**src/logic/rsm_regs.svh**
```systemverilog
/*
  Register offsets, field positions, reset values and timing counts for the
  reference selection and mode controller. Assumes a 125 MHz pclk and APB.
*/
// Contract
// - Fast disqualify: short loss flags and switches
// - Fast loss may flag only, or also switch
// - Loss of locked reference sets status flag
// - Optionally mirror loss flag onto scan output
// - Non-revertive keeps valid current reference
// - Failed reference always causes a switch; code keeps it under override or protect mode
// - Override zero or all ones is automatic
// - Override resets to all ones
// - Protect mode from strap or software bit
// - Pin high picks three/five, low four/six
// - Strap widens switched input tolerance defaults
// - Zero priority swaps to partner input
// - Protect mode: monitors off, state reads locked
// - Automatic state control by default, forced optional
// - Free-run to pre-locked on selection
// - Pre-locked timeout disqualifies, back to free-run
// - Locked needs one second continuous phase lock
// - Lost-phase over limit disqualifies reference
// - After lost-phase: pre-locked2 or holdover
// - No replacement enters holdover with stored frequency
// - Manual-hold bit picks manual holdover frequency
// - Holdover to pre-locked2, timeout back to holdover
// - Lowest nonzero priority wins, zero excluded
// - Revertive switches to better priority reference
`ifndef RSM_REGS_SVH
`define RSM_REGS_SVH

`define REG_CTRL      8'h00
`define REG_OVERRIDE  8'h04
`define REG_STATUS    8'h08
`define REG_OPSTATE   8'h0C
`define REG_PRIORITY  8'h10
`define REG_TOLERANCE 8'h14
`define REG_DISQ      8'h18
`define REG_MANFREQ   8'h1C
`define REG_FSTATE    8'h20

`define CTRL_REVERT   0
`define CTRL_FORCED   1
`define CTRL_IRQONLY  2
`define CTRL_PROTECT  4
`define CTRL_FASTEN   5
`define CTRL_SCANOUT  6
`define CTRL_MANHOLD  7
`define STAT_LOST     6

`define CTRL_RST      8'h00
`define OVR_RST       4'hF
`define PRIO_RST      32'h87654321
`define TOL_NARROW    8'h17
`define TOL_WIDE      8'hC8

`define CLK_MHZ       125
`define TICK_MS       10
`define LOCK_QUAL_S   1
`define STATE_LIMIT_S 100
`define STRAP_WAIT_MS 251
`define TICK_CYC      (`TICK_MS * 1000 * `CLK_MHZ)
`define STRAP_CYC     (`STRAP_WAIT_MS * 1000 * `CLK_MHZ)
`define LOCK_TICKS    ((`LOCK_QUAL_S * 1000 + `TICK_MS - 1) / `TICK_MS)
`define LIMIT_TICKS   (`STATE_LIMIT_S * 1000 / `TICK_MS)
`define FAST_GAP      8'h10

`endif

```
**src/logic/rsm_pkg.sv**
```systemverilog
/*
  Types for the reference selection and mode controller.
  Assumes nothing beyond the register header.
*/
package rsm_pkg;
  localparam int NREF = 8;

  // Gray along free-run, pre-locked, locked, lost-phase, holdover, pre-locked2
  typedef enum logic [2:0] {
    RSM_FREE     = 3'h0,
    RSM_PRELOCK  = 3'h1,
    RSM_LOCKED   = 3'h3,
    RSM_LOSTPH   = 3'h2,
    RSM_HOLD     = 3'h6,
    RSM_PRELOCK2 = 3'h7
  } rsm_state_t;
endpackage

```
**src/logic/rsm_ctrl.sv**
```systemverilog
/*
  Reference selection and operating mode controller, APB slave.
  Assumes ref_valid, ref_act, phase_locked, dpll_freq and jtag_tdo come from
  logic on pclk; protect_switch_pin is an asynchronous pin.
*/
// Implementation choices: the register addresses and the APB register port.
`include "rsm_regs.svh"

module rsm_ctrl #(
  parameter int TICK_CYCLES  = `TICK_CYC,
  parameter int STRAP_CYCLES = `STRAP_CYC
) (
  input  wire logic               pclk,
  input  wire logic               presetn,
  input  wire logic               ce,
  input  wire logic               psel,
  input  wire logic               penable,
  input  wire logic               pwrite,
  input  wire logic [7:0]         paddr,
  input  wire logic [31:0]        pwdata,
  output logic      [31:0]        prdata,
  output logic                    pready,
  output logic                    pslverr,
  input  wire logic [7:0]         ref_valid,
  input  wire logic [7:0]         ref_act,
  input  wire logic               phase_locked,
  input  wire logic [18:0]        dpll_freq,
  input  wire logic               protect_switch_pin,
  input  wire logic               jtag_tdo,
  output logic      [2:0]         sel_ref,
  output logic                    sel_ok,
  output rsm_pkg::rsm_state_t     op_state,
  output logic      [18:0]        hold_freq,
  output logic                    monitor_off,
  output logic                    scan_out,
  output logic      [31:0]        tol_cfg,
  output logic      [7:0]         phase_alarm
);
  import rsm_pkg::*;

  // Returns {found, index}; ties go to the lowest index
  function automatic logic [3:0] best_ref(input logic [7:0] cand, input logic [31:0] prio);
    logic [3:0] r;
    logic [3:0] bp;
    r  = 4'h0;
    bp = 4'hF;
    for (int i = 0; i < NREF; i++) begin
      if (cand[i] && prio[4*i +: 4] != 4'h0 && (!r[3] || prio[4*i +: 4] < bp)) begin
        r  = {1'b1, 3'(i)};
        bp = prio[4*i +: 4];
      end
    end
    return r;
  endfunction

  logic [7:0]  ctrl;
  logic [3:0]  ovr;
  logic        lost_flag;
  logic [31:0] prio;
  logic [18:0] man_freq;
  logic [18:0] hold_cap;
  rsm_state_t  fstate;
  rsm_state_t  next_state;
  logic        fsm_disq;
  logic [13:0] timer;
  logic [13:0] lockc;
  logic [20:0] tick_cnt;
  logic        tick;
  logic [24:0] strap_cnt;
  logic        strap_seen;
  logic        strap_done;
  logic        strap_mode;
  logic [7:0]  gap;
  logic        pin_s1;
  logic        pin_s2;

  // APB decode
  wire        acc       = psel & penable;
  wire        hit_ctrl  = paddr == `REG_CTRL;
  wire        hit_ovr   = paddr == `REG_OVERRIDE;
  wire        hit_stat  = paddr == `REG_STATUS;
  wire        hit_op    = paddr == `REG_OPSTATE;
  wire        hit_prio  = paddr == `REG_PRIORITY;
  wire        hit_tol   = paddr == `REG_TOLERANCE;
  wire        hit_disq  = paddr == `REG_DISQ;
  wire        hit_man   = paddr == `REG_MANFREQ;
  wire        hit_fst   = paddr == `REG_FSTATE;
  wire        mapped    = hit_ctrl | hit_ovr | hit_stat | hit_op | hit_prio | hit_tol |
                          hit_disq | hit_man | hit_fst;
  wire        wr        = acc & pready & pwrite & mapped;
  wire [31:0] rd_mux    = hit_ctrl ? {24'h000000, ctrl} :
                          hit_ovr  ? {28'h0000000, ovr} :
                          hit_stat ? {25'h0000000, lost_flag, 6'h00} :
                          hit_op   ? {24'h000000, sel_ok, sel_ref, 1'b0, op_state} :
                          hit_prio ? prio :
                          hit_tol  ? tol_cfg :
                          hit_disq ? {24'h000000, phase_alarm} :
                          hit_man  ? {13'h0000, man_freq} :
                          hit_fst  ? {29'h00000000, fstate} : 32'h00000000;

  // Selection
  wire        protect   = ctrl[`CTRL_PROTECT] | strap_mode;
  wire        auto_sel  = ovr == 4'h0 || ovr == 4'hF;
  wire [7:0]  cand      = ref_valid & ~phase_alarm;
  wire [7:0]  cur_mask  = 8'h01 << sel_ref;
  wire [3:0]  best      = best_ref(cand, prio);
  wire [3:0]  alt       = best_ref(cand & ~cur_mask, prio);
  wire [3:0]  cur_prio  = prio[4*sel_ref +: 4];
  wire        cur_good  = sel_ok & cand[sel_ref] & cur_prio != 4'h0;
  // Input three at [15:12], input four at [19:16]
  wire [2:0]  prot_idx  = pin_s2 ? (prio[15:12] == 4'h0 ? 3'h5 : 3'h3) :
                                   (prio[19:16] == 4'h0 ? 3'h6 : 3'h4);
  wire        gap_run   = sel_ok & ctrl[`CTRL_FASTEN] & ~protect & ~ref_act[sel_ref];
  wire        fast_evt  = gap_run & gap == `FAST_GAP - 8'h01;
  wire        fast_sw   = fast_evt & ~ctrl[`CTRL_IRQONLY];
  wire        better    = ctrl[`CTRL_REVERT] & best[3] & best[2:0] != sel_ref &
                          (best[3] && prio[4*best[2:0] +: 4] < cur_prio);
  wire        need_sw   = !cur_good | fast_sw;
  wire [2:0]  next_ref  = protect   ? prot_idx :
                          !auto_sel ? ovr[2:0] :
                          fast_sw   ? alt[2:0] :
                          need_sw   ? best[2:0] :
                          better    ? best[2:0] : sel_ref;
  wire        next_ok   = protect   ? 1'b1 :
                          !auto_sel ? ~ovr[3] :
                          fast_sw   ? alt[3] :
                          need_sw   ? best[3] : 1'b1;
  wire        sw_evt    = sel_ok & next_ok & next_ref != sel_ref;
  wire        qual      = lockc >= 14'(`LOCK_TICKS);
  wire        limit_hit = timer >= 14'(`LIMIT_TICKS);
  wire        limit_ovr = timer > 14'(`LIMIT_TICKS);
  wire [7:0]  disq_set  = (fsm_disq | fast_sw) ? cur_mask : 8'h00;
  wire [7:0]  disq_clr  = (wr & hit_disq) ? pwdata[7:0] : 8'h00;
  wire        lost_clr  = wr & hit_stat & pwdata[`STAT_LOST];

  always_comb begin
    next_state = op_state;
    fsm_disq   = 1'b0;
    if (protect) begin
      next_state = RSM_LOCKED;
    end else if (ctrl[`CTRL_FORCED]) begin
      next_state = fstate;
    end else begin
      case (op_state)
        RSM_FREE: begin
          if (sel_ok) next_state = RSM_PRELOCK;
        end
        RSM_PRELOCK: begin
          if (!sel_ok) begin
            next_state = RSM_FREE;
          end else if (qual) begin
            next_state = RSM_LOCKED;
          end else if (limit_hit) begin
            fsm_disq   = 1'b1;
            next_state = RSM_FREE;
          end
        end
        RSM_PRELOCK2: begin
          if (!sel_ok) begin
            next_state = RSM_HOLD;
          end else if (qual) begin
            next_state = RSM_LOCKED;
          end else if (limit_hit) begin
            fsm_disq   = 1'b1;
            next_state = RSM_HOLD;
          end
        end
        RSM_LOCKED: begin
          if (!sel_ok) begin
            next_state = RSM_HOLD;
          end else if (sw_evt) begin
            next_state = RSM_PRELOCK2;
          end else if (!phase_locked) begin
            next_state = RSM_LOSTPH;
          end
        end
        RSM_LOSTPH: begin
          if (!sel_ok) begin
            next_state = RSM_HOLD;
          end else if (qual) begin
            next_state = RSM_LOCKED;
          end else if (limit_ovr) begin
            fsm_disq   = 1'b1;
            next_state = alt[3] ? RSM_PRELOCK2 : RSM_HOLD;
          end
        end
        RSM_HOLD: begin
          if (sel_ok) next_state = RSM_PRELOCK2;
        end
        default: next_state = RSM_FREE;
      endcase
    end
  end

  // APB slave, one wait state so every output is a flop
  always_ff @(posedge pclk or negedge presetn) begin
    if (!presetn) begin
      pready  <= 1'b0;
      pslverr <= 1'b0;
      prdata  <= 32'h00000000;
    end else if (ce) begin
      pready  <= acc & ~pready;
      pslverr <= acc & ~pready & ~mapped;
      prdata  <= (acc & ~pready & ~pwrite) ? rd_mux : 32'h00000000;
    end
  end

  always_ff @(posedge pclk or negedge presetn) begin
    if (!presetn) begin
      ctrl     <= `CTRL_RST;
      ovr      <= `OVR_RST;
      prio     <= `PRIO_RST;
      man_freq <= 19'h00000;
      fstate   <= RSM_FREE;
    end else if (ce && wr) begin
      if (hit_ctrl) ctrl <= pwdata[7:0];
      if (hit_ovr) ovr <= pwdata[3:0];
      if (hit_prio) prio <= pwdata;
      if (hit_man) man_freq <= pwdata[18:0];
      if (hit_fst) fstate <= rsm_state_t'(pwdata[2:0]);
    end
  end

  // Set beats clear for both sticky registers
  always_ff @(posedge pclk or negedge presetn) begin
    if (!presetn) begin
      lost_flag   <= 1'b0;
      phase_alarm <= 8'h00;
    end else if (ce) begin
      lost_flag   <= fast_evt | (lost_flag & ~lost_clr);
      phase_alarm <= ((phase_alarm & ~disq_clr) & ref_valid) | disq_set;
    end
  end

  // Strap is caught after release; sync needs two edges to show the pin
  always_ff @(posedge pclk or negedge presetn) begin
    if (!presetn) begin
      pin_s1     <= 1'b0;
      pin_s2     <= 1'b0;
      strap_cnt  <= 25'h0000000;
      strap_seen <= 1'b0;
      strap_done <= 1'b0;
      strap_mode <= 1'b0;
    end else if (ce) begin
      pin_s1 <= protect_switch_pin;
      pin_s2 <= pin_s1;
      if (!strap_done) strap_cnt <= strap_cnt + 25'h0000001;
      if (strap_cnt == 25'h0000002) strap_seen <= pin_s2;
      if (!strap_done && strap_cnt == 25'(STRAP_CYCLES - 1)) begin
        strap_done <= 1'b1;
        strap_mode <= strap_seen & pin_s2;
      end
    end
  end

  // Software write still wins later; strap only changes the defaults
  always_ff @(posedge pclk or negedge presetn) begin
    if (!presetn) begin
      tol_cfg <= {4{`TOL_NARROW}};
    end else if (ce) begin
      if (wr && hit_tol) begin
        tol_cfg <= pwdata;
      end else if (!strap_done && strap_cnt == 25'(STRAP_CYCLES - 1) && strap_seen && pin_s2) begin
        tol_cfg <= {4{`TOL_WIDE}};
      end
    end
  end

  always_ff @(posedge pclk or negedge presetn) begin
    if (!presetn) begin
      tick_cnt <= 21'h000000;
      tick     <= 1'b0;
    end else if (ce) begin
      tick     <= tick_cnt == 21'(TICK_CYCLES - 1);
      tick_cnt <= (tick_cnt == 21'(TICK_CYCLES - 1)) ? 21'h000000 : tick_cnt + 21'h000001;
    end
  end

  always_ff @(posedge pclk or negedge presetn) begin
    if (!presetn) begin
      timer <= 14'h0000;
      lockc <= 14'h0000;
      gap   <= 8'h00;
    end else if (ce) begin
      if (next_state != op_state || sw_evt) timer <= 14'h0000;
      else if (tick && timer != 14'h3FFF) timer <= timer + 14'h0001;
      if (!phase_locked || sw_evt) lockc <= 14'h0000;
      else if (tick && !qual) lockc <= lockc + 14'h0001;
      if (!gap_run || sw_evt) gap <= 8'h00;
      else if (gap != `FAST_GAP) gap <= gap + 8'h01;
    end
  end

  always_ff @(posedge pclk or negedge presetn) begin
    if (!presetn) begin
      op_state    <= RSM_FREE;
      sel_ref     <= 3'h0;
      sel_ok      <= 1'b0;
      hold_cap    <= 19'h00000;
      hold_freq   <= 19'h00000;
      monitor_off <= 1'b0;
      scan_out    <= 1'b0;
    end else if (ce) begin
      op_state    <= next_state;
      sel_ref     <= next_ref;
      sel_ok      <= next_ok;
      if (op_state == RSM_LOCKED) hold_cap <= dpll_freq;
      hold_freq   <= ctrl[`CTRL_MANHOLD] ? man_freq : hold_cap;
      monitor_off <= protect;
      scan_out    <= ctrl[`CTRL_SCANOUT] ? lost_flag : jtag_tdo;
    end
  end

endmodule

```
**config.mk**
```make
export PLATFORM = sky130hd
export DESIGN_NAME = rsm_ctrl
export DESIGN_NICKNAME = d
export VERILOG_FILES = /design/src/logic/rsm_pkg.sv /design/src/logic/rsm_ctrl.sv
export VERILOG_INCLUDE_DIRS = /design/src /design/src/logic
export SDC_FILE = /design/constraint.sdc
export NUM_CORES = 1
export LEC_CHECK = 0
export ABC_AREA = 0
export BUFFER_PORTS_ARGS = -buffer_cell sky130_fd_sc_hd__clkbuf_2
export CAP_MARGIN = 0
export CORE_ASPECT_RATIO = 1.1
export CORE_MARGIN = 4
export CORE_UTILIZATION = 65
export DETAILED_ROUTE_END_ITERATION = 6
export PLACE_DENSITY = 0.95
export SYNTH_ARGS = -nofsm -noshare
export SYNTH_HDL_FRONTEND = slang
export SYNTH_SLANG_ARGS = --single-unit
```
**constraint.sdc**
```tcl
create_clock -name pclk -period 25.9 [get_ports pclk]
set_clock_uncertainty 0.15 [all_clocks]
set_input_delay 2.59 -clock pclk [delete_from_list [all_inputs] [get_ports pclk]]
set_output_delay 2.59 -clock pclk [all_outputs]
set_load 0.05 [all_outputs]
```
### After elaboration in Yosys (flattened, before gate mapping)

Index checks and enable logic that the tools add are counted.
W data, S select, Z words.

| storage, ports and cells | value |
|---|---|
| input port bits | 84 |
| bits in latches | 0 |
| logic and storage cells | 335 |
| ROM bits | 0 |
| register bits after elaboration | 276 |
| memories kept | 0 |
| output and inout port bits | 102 |
| bits in writable memories | 0 |

| cells by class | value |
|---|---|
| bitwise operators | 53 |
| divide/modulo/power cells | 0 |
| $add $sub $neg | 5 |
| muxes and demuxes | 96 |
| multipliers | 0 |
| magnitude comparators | 19 |
| shifts and indexed selects | 3 |
| reduce and logical (&&, ||, !) cells | 107 |
| equality and inequality tests | 23 |

Operators by type and width:

| cell | number |
|---|---|
| $mux W32 | 9 |
| $mux W4 | 30 |
| $mux W3 | 24 |
| $shiftx A32 B6 Y4 | 2 |
| $lt A4 B4 Y1 | 15 |
| $mux W19 | 3 |
| $mux W14 | 4 |
| $logic_and A1 B1 Y1 | 38 |
| $reduce_bool A4 Y1 | 9 |
| $and A8 B8 Y8 | 4 |
| $eq A8 B5 Y1 const B | 4 |
| $mux W8 | 4 |
| $add A14 B1 Y14 const B | 2 |
| $reduce_and A2 Y1 | 13 |
| $add A25 B1 Y25 const B | 1 |
| $eq A25 B2 Y1 const B | 1 |
| $eq A25 B25 Y1 const B | 1 |
| $and A1 B1 Y1 | 24 |
| $eq A8 B4 Y1 const B | 3 |
| $not A8 Y8 | 3 |
| $add A21 B1 Y21 const B | 1 |
| $eq A21 B21 Y1 const B | 1 |
| $mux W21 | 1 |
| $logic_not A1 Y1 | 19 |
| 29 further kinds | 90 |

### Longest topological paths before layout

| depth | value |
|---|---|
| word-level depth | 52 |
| gate-level depth with buffers | 78 |
| mapped depth without buffers | 74 |

### Worst setup path before layout

Ideal clock, no wire load.

| timing | value |
|---|---|
| path kind | input port to flip-flop |
| start point | input port ref_valid[0] |
| end point | register timer[10] |
| data required time | 25.608 ns |
| cell stages on the path | 73 |
| arrival time | 15.116 ns |
| buffers on the path | 5 |
| slack | 10.491 ns |
| cell sequence | nand2b_1 clkbuf_1 nor3_1 ha_1 and3b_1 o211a_2 nor2_1 o21ai_2 a21oi_1 inv_1 ha_1 nor3_1 o211ai_1 nand2_1 o2111ai_2 nand2_1 nand2_1 o21ai_0 [... 37 more ...] a211o_1 and2_1 buf_2 clkbuf_1 a211oi_1 a21oi_1 mux2_2 ha_1 a21o_1 nand2_1 nand3b_1 a31oi_1 o41ai_2 a221oi_4 a22oi_4 nor2_8 buf_8 nor3_2 |

| between the ends | value |
|---|---|
| longest elaborated chain between the ends | 51 |

RTL lines:

| what | RTL line | text |
|---|---|---|
| start, declared | rsm_ctrl.sv:24 | `input wire logic [7:0] ref_valid,` |
| $and A8 B8 Y8 * | rsm_ctrl.sv:104 | `wire [7:0] cand = ref_valid & ~phase_alarm;` |
| $logic_and A1 B1 Y1 | rsm_ctrl.sv:48 | `if (cand[i] && prio[4*i +: 4] != 4'h0 && (!r[3] \|\| prio[4*i +: 4] < bp)) begin` |
| $mux W4 | rsm_ctrl.sv:48 |  |
| $lt A4 B4 Y1 or $logic_not A1 Y1 (tied branches) | rsm_ctrl.sv:48 |  |
| $logic_or A1 B1 Y1 | rsm_ctrl.sv:48 |  |
| $logic_and A1 B1 Y1 | rsm_ctrl.sv:48 |  |
| $mux W4 | rsm_ctrl.sv:48 |  |
| $lt A4 B4 Y1 or $logic_not A1 Y1 (tied branches) | rsm_ctrl.sv:48 |  |
| [... 35 more ...] | -- |  |
| $mux W3 | rsm_ctrl.sv:169 | `if (!sel_ok) begin` |
| $pmux W3 S6 | rsm_ctrl.sv:144 | `case (op_state)` |
| $mux W3 | rsm_ctrl.sv:141 | `` end else if (ctrl[`CTRL_FORCED]) begin `` |
| $mux W3 | rsm_ctrl.sv:139 | `if (protect) begin` |
| $ne A3 B3 Y1 | rsm_ctrl.sv:285 | `if (next_state != op_state \|\| sw_evt) timer <= 14'h0000;` |
| $logic_or A1 B1 Y1 * | rsm_ctrl.sv:285 |  |
| $reduce_bool A2 Y1 (no source line) | -- |  |
| $reduce_and A2 Y1 (no source line) | -- |  |
| end signal, assigned | rsm_ctrl.sv:286 | `else if (tick && timer != 14'h3FFF) timer <= timer + 14'h0001;` |
| end, declared | rsm_ctrl.sv:65 | `logic [13:0] timer;` |

Every way passes the cells marked *; elsewhere a longest branch is shown, timed or not. The select of a mux whose other input is x is not followed.
A chain may end at the register's enable or synchronous reset.

### Final worst setup path

| timing | value |
|---|---|
| start point | input port ref_valid[0] |
| end point | register lockc[10] |

| between the ends | value |
|---|---|
| longest elaborated chain between the ends | 45 |

RTL lines:

| what | RTL line | text |
|---|---|---|
| $and A8 B8 Y8 * | rsm_ctrl.sv:104 |  |
| $logic_and A1 B1 Y1 | rsm_ctrl.sv:48 |  |
| $mux W4 | rsm_ctrl.sv:48 |  |
| $lt A4 B4 Y1 or $logic_not A1 Y1 (tied branches) | rsm_ctrl.sv:48 |  |
| $logic_or A1 B1 Y1 | rsm_ctrl.sv:48 |  |
| $logic_and A1 B1 Y1 | rsm_ctrl.sv:48 |  |
| $mux W4 | rsm_ctrl.sv:48 |  |
| $lt A4 B4 Y1 or $logic_not A1 Y1 (tied branches) | rsm_ctrl.sv:48 |  |
| [... 29 more ...] | -- |  |
| $mux W3 | rsm_ctrl.sv:121 | `fast_sw ? alt[2:0] :` |
| $mux W3 | rsm_ctrl.sv:120 | `!auto_sel ? ovr[2:0] :` |
| $mux W3 | rsm_ctrl.sv:119 | `wire [2:0] next_ref = protect ? prot_idx :` |
| $ne A3 B3 Y1 | rsm_ctrl.sv:128 | `wire sw_evt = sel_ok & next_ok & next_ref != sel_ref;` |
| $and A1 B1 Y1 * | rsm_ctrl.sv:128 |  |
| $logic_or A1 B1 Y1 * | rsm_ctrl.sv:287 | `if (!phase_locked \|\| sw_evt) lockc <= 14'h0000;` |
| $reduce_bool A2 Y1 (no source line) | -- |  |
| $reduce_and A2 Y1 (no source line) | -- |  |
| end signal, assigned | rsm_ctrl.sv:288 | `else if (tick && !qual) lockc <= lockc + 14'h0001;` |
| end, declared | rsm_ctrl.sv:66 | `logic [13:0] lockc;` |

Marks and branches as above.

==> impl_metrics.tcl <==
set metrics [dict create \
    status "complete, but fails checks" \
    violations "max-capacitance violations" \
    slowest_delay_ps 520 \
    synth_seq_cells 276 \
    die_x_um 162 \
    cp_slowest_cell "and2_1" \
    synthArstFlopShare 1.00 \
    final_cell_mix "243 x dfrtp_1, 184 x clkbuf_2, 161 x nor2_1, 151 x nand2_1, 89 x a21oi_1" \
    initial_utilization 0.666 \
    first_global_vias 16203 \
    place_congestion 1.05 \
    crit_top_cell "ha_1" \
    vias_per_cell 7.12 \
    clockBufferDepth 3 \
    n_antenna_cell 0 \
    crit_type "in2reg" \
    setup_violations 0 \
    layout.nets 2008 \
    yosys_most_used_dff "dfrtp_1" \
    drtAntennaViolNets 0 \
    min_period_over_period 0.657 \
    slew_headroom 0.000882 \
    dr.pass1.iters 6 \
    drive_gt1_frac 0.235 \
    synth_area_um2 17000 \
    synth_area_per_cell_um2 9.75 \
    drtIter0Drc 2344 \
    io_buffers 185 \
    ys_seq_area_frac 0.409 \
    yosysWarnings 0 \
    arrival_ps 17250 \
    startpoint "ref_valid[0]" \
    wl_per_cell_um 25.8 \
    grt_use_total 0.393 \
    antenna_found_initial 0 \
    ir_worst_vdd_mv 0.0976 \
    mostFrequentLayoutCell "dfrtp_1" \
    min-delay-start "prdata[13]" \
    endpoint_kind "register" \
    worstMarginPinSlew_ps 1480 \
    cts-root-buf "clkbuf_16" \
    holdWs_ps 335 \
    area_growth_pct 12.4 \
    overflow 0 \
    cts_resized 0 \
    clock_sinks 276 \
    fp-row-count 61 \
    holdBufCountCts 0 \
    cp.required_ps 26130 \
    die_y_um 178 \
    dp_hpwl_um 39600 \
    drc 0 \
    maxCapViolCount 1 \
    synth_cells 1742 \
    final_util 0.748 \
    grt_pass1_wl_um 89500 \
    total_power_mw 1.38 \
    synth-edff-count 0 \
    die_area_um2 28800 \
    io_pins 186 \
    clk_pin_slew_worst_paths_ps 70 \
    slew_violations 0 \
    cp_max_fo 17 \
    final.setup.tns_ps 0 \
    p_leak_nw 8.81 \
    cts_buffers 27 \
    timing.rr.start "prio[2]" \
    routed_wl_um 57900 \
    yosysUniqueCellTypes 104 \
    grt_max_degree 146 \
    vias 15994 \
    fmax_ghz 0.0587 \
    period_needed_ps 17030 \
    htreeDepth 1 \
    rsz0062_at_grt "no" \
    clk_latency_ps 560 \
    cts_tree "yes" \
    start_kind "primary input" \
    hold_violations 0 \
    hold_path_class "reg2reg" \
    power_density_nw_per_um2 72.1 \
    postCtsSetupRepairBufs 0 \
    synth_nets 1870 \
    core_area_um2 25500 \
]
==> path summary, 6_finish.rpt <==
kind                                     to  slack, ps  depth (start not counted)
worst min-delay path             prdata[13]        340                          1
max in group asynchronous       tol_cfg[23]      21220                          3
worst min register to register   prdata[13]        340                          1
worst max-delay path              lockc[10]       8870                         70
worst max register to register    lockc[10]      10300                         69
min in group asynchronous       tick_cnt[7]       2010                          1
==> through the flow <==
stage / instance area, um2 / std cells / setup WS (ps)
5_1_grt: 19100 / 2246 / 7780
2_1_floorplan: 17000 / 1742 / 10490
4_1_cts: 19100 / 2246 / 9140
3_3_place_gp: 18100 / 2197 / 9100
6_report: 19100 / 2246 / 8870
3_5_place_dp: 18100 / 2197 / 8600
==> flip-flops by register name (all words and copies together), names as in the netlist, 14 cells and up <==
register	cells
prio	32
tol_cfg	32
prdata	32
lockc	14
man_freq	19
hold_cap	19
tick_cnt	21
timer	14
hold_freq	19
strap_cnt	25
==> per-layer routing <==
layer	GRT usage	vias up	wire length [um]
li1	-	6724	-
met1	0.491	7697	20800
met2	0.624	1233	26400
met3	0.121	340	7340
met4	0.192	0	3420
met5	0	-	0
==> cells in the mapped netlist, drive strengths merged (8+ instances only) <==
master / number / area share
o22ai: 8 / 0.0029
xnor2: 44 / 0.023
mux2: 85 / 0.056
ha: 44 / 0.032
nor3: 59 / 0.020
a211oi: 24 / 0.012
nor4: 19 / 0.0086
inv: 57 / 0.013
nor2b: 16 / 0.0059
dfstp: 33 / 0.051
a21oi: 93 / 0.029
or4: 9 / 0.0040
nand2: 151 / 0.033
o2bb2ai: 20 / 0.010
mux4: 20 / 0.027
a2111oi: 17 / 0.010
clkbuf: 75 / 0.017
a21boi: 17 / 0.0077
mux2i: 64 / 0.038
o211ai: 12 / 0.0056
or2: 12 / 0.0044
xor2: 22 / 0.011
nor2: 167 / 0.038
a22o: 28 / 0.014
o21ai: 80 / 0.025
a31oi: 10 / 0.0037
o31ai: 9 / 0.0040
nand3: 46 / 0.014
o21a: 9 / 0.0040
or3: 11 / 0.0043
a21o: 31 / 0.014
nand2b: 14 / 0.0052
dfrtp: 243 / 0.36
o22a: 12 / 0.0062
buf: 20 / 0.0057
nand4: 27 / 0.0099
and2: 8 / 0.0029
and3: 17 / 0.0063
==> worst max-delay path, delay by kind of cell <==
kind | cells | cell delay [ps]
AOI/OAI and AO/OA | 37 | 8200
adders and majority gates | 8 | 2250
and+or+nand+nor | 19 | 3390
muxes | 2 | 410
buffers and inverters | 4 | 380
==> logic make-up (layout without fill, tap and decap cells) <==
logic type | count (synthesis) | after routing | share of synthesized area
simple gates | 579 | 579 | 0.169
compound gates | 452 | 452 | 0.198
flops | 276 | 276 | 0.409
mux | 169 | 169 | 0.121
buf+inv | 152 | 310 | 0.0349
xor+xnor | 66 | 66 | 0.0340
fa+ha+maj | 48 | 48 | 0.0348
==> final cells by class <==
class | count | area [um2]
clock buffers | 37 | 783
clock inverters | 12 | 161
fillers | 1659 | 6420
inverters | 57 | 214
multi-input cells | 1314 | 9460
flip-flops and latches | 276 | 6950
well taps | 346 | 433
repair buffers | 204 | 1080
==> power by group <==
part           internal [mW]  leakage [nW]  switching (mW)  total [mW]
Sequential             0.470          3.56          0.0383       0.509
Clock                  0.243         0.460           0.180       0.423
Combinational          0.158          4.80           0.286       0.443
Total                  0.871          8.81           0.504        1.38
Note: power is estimated with default switching activity, not from simulation.
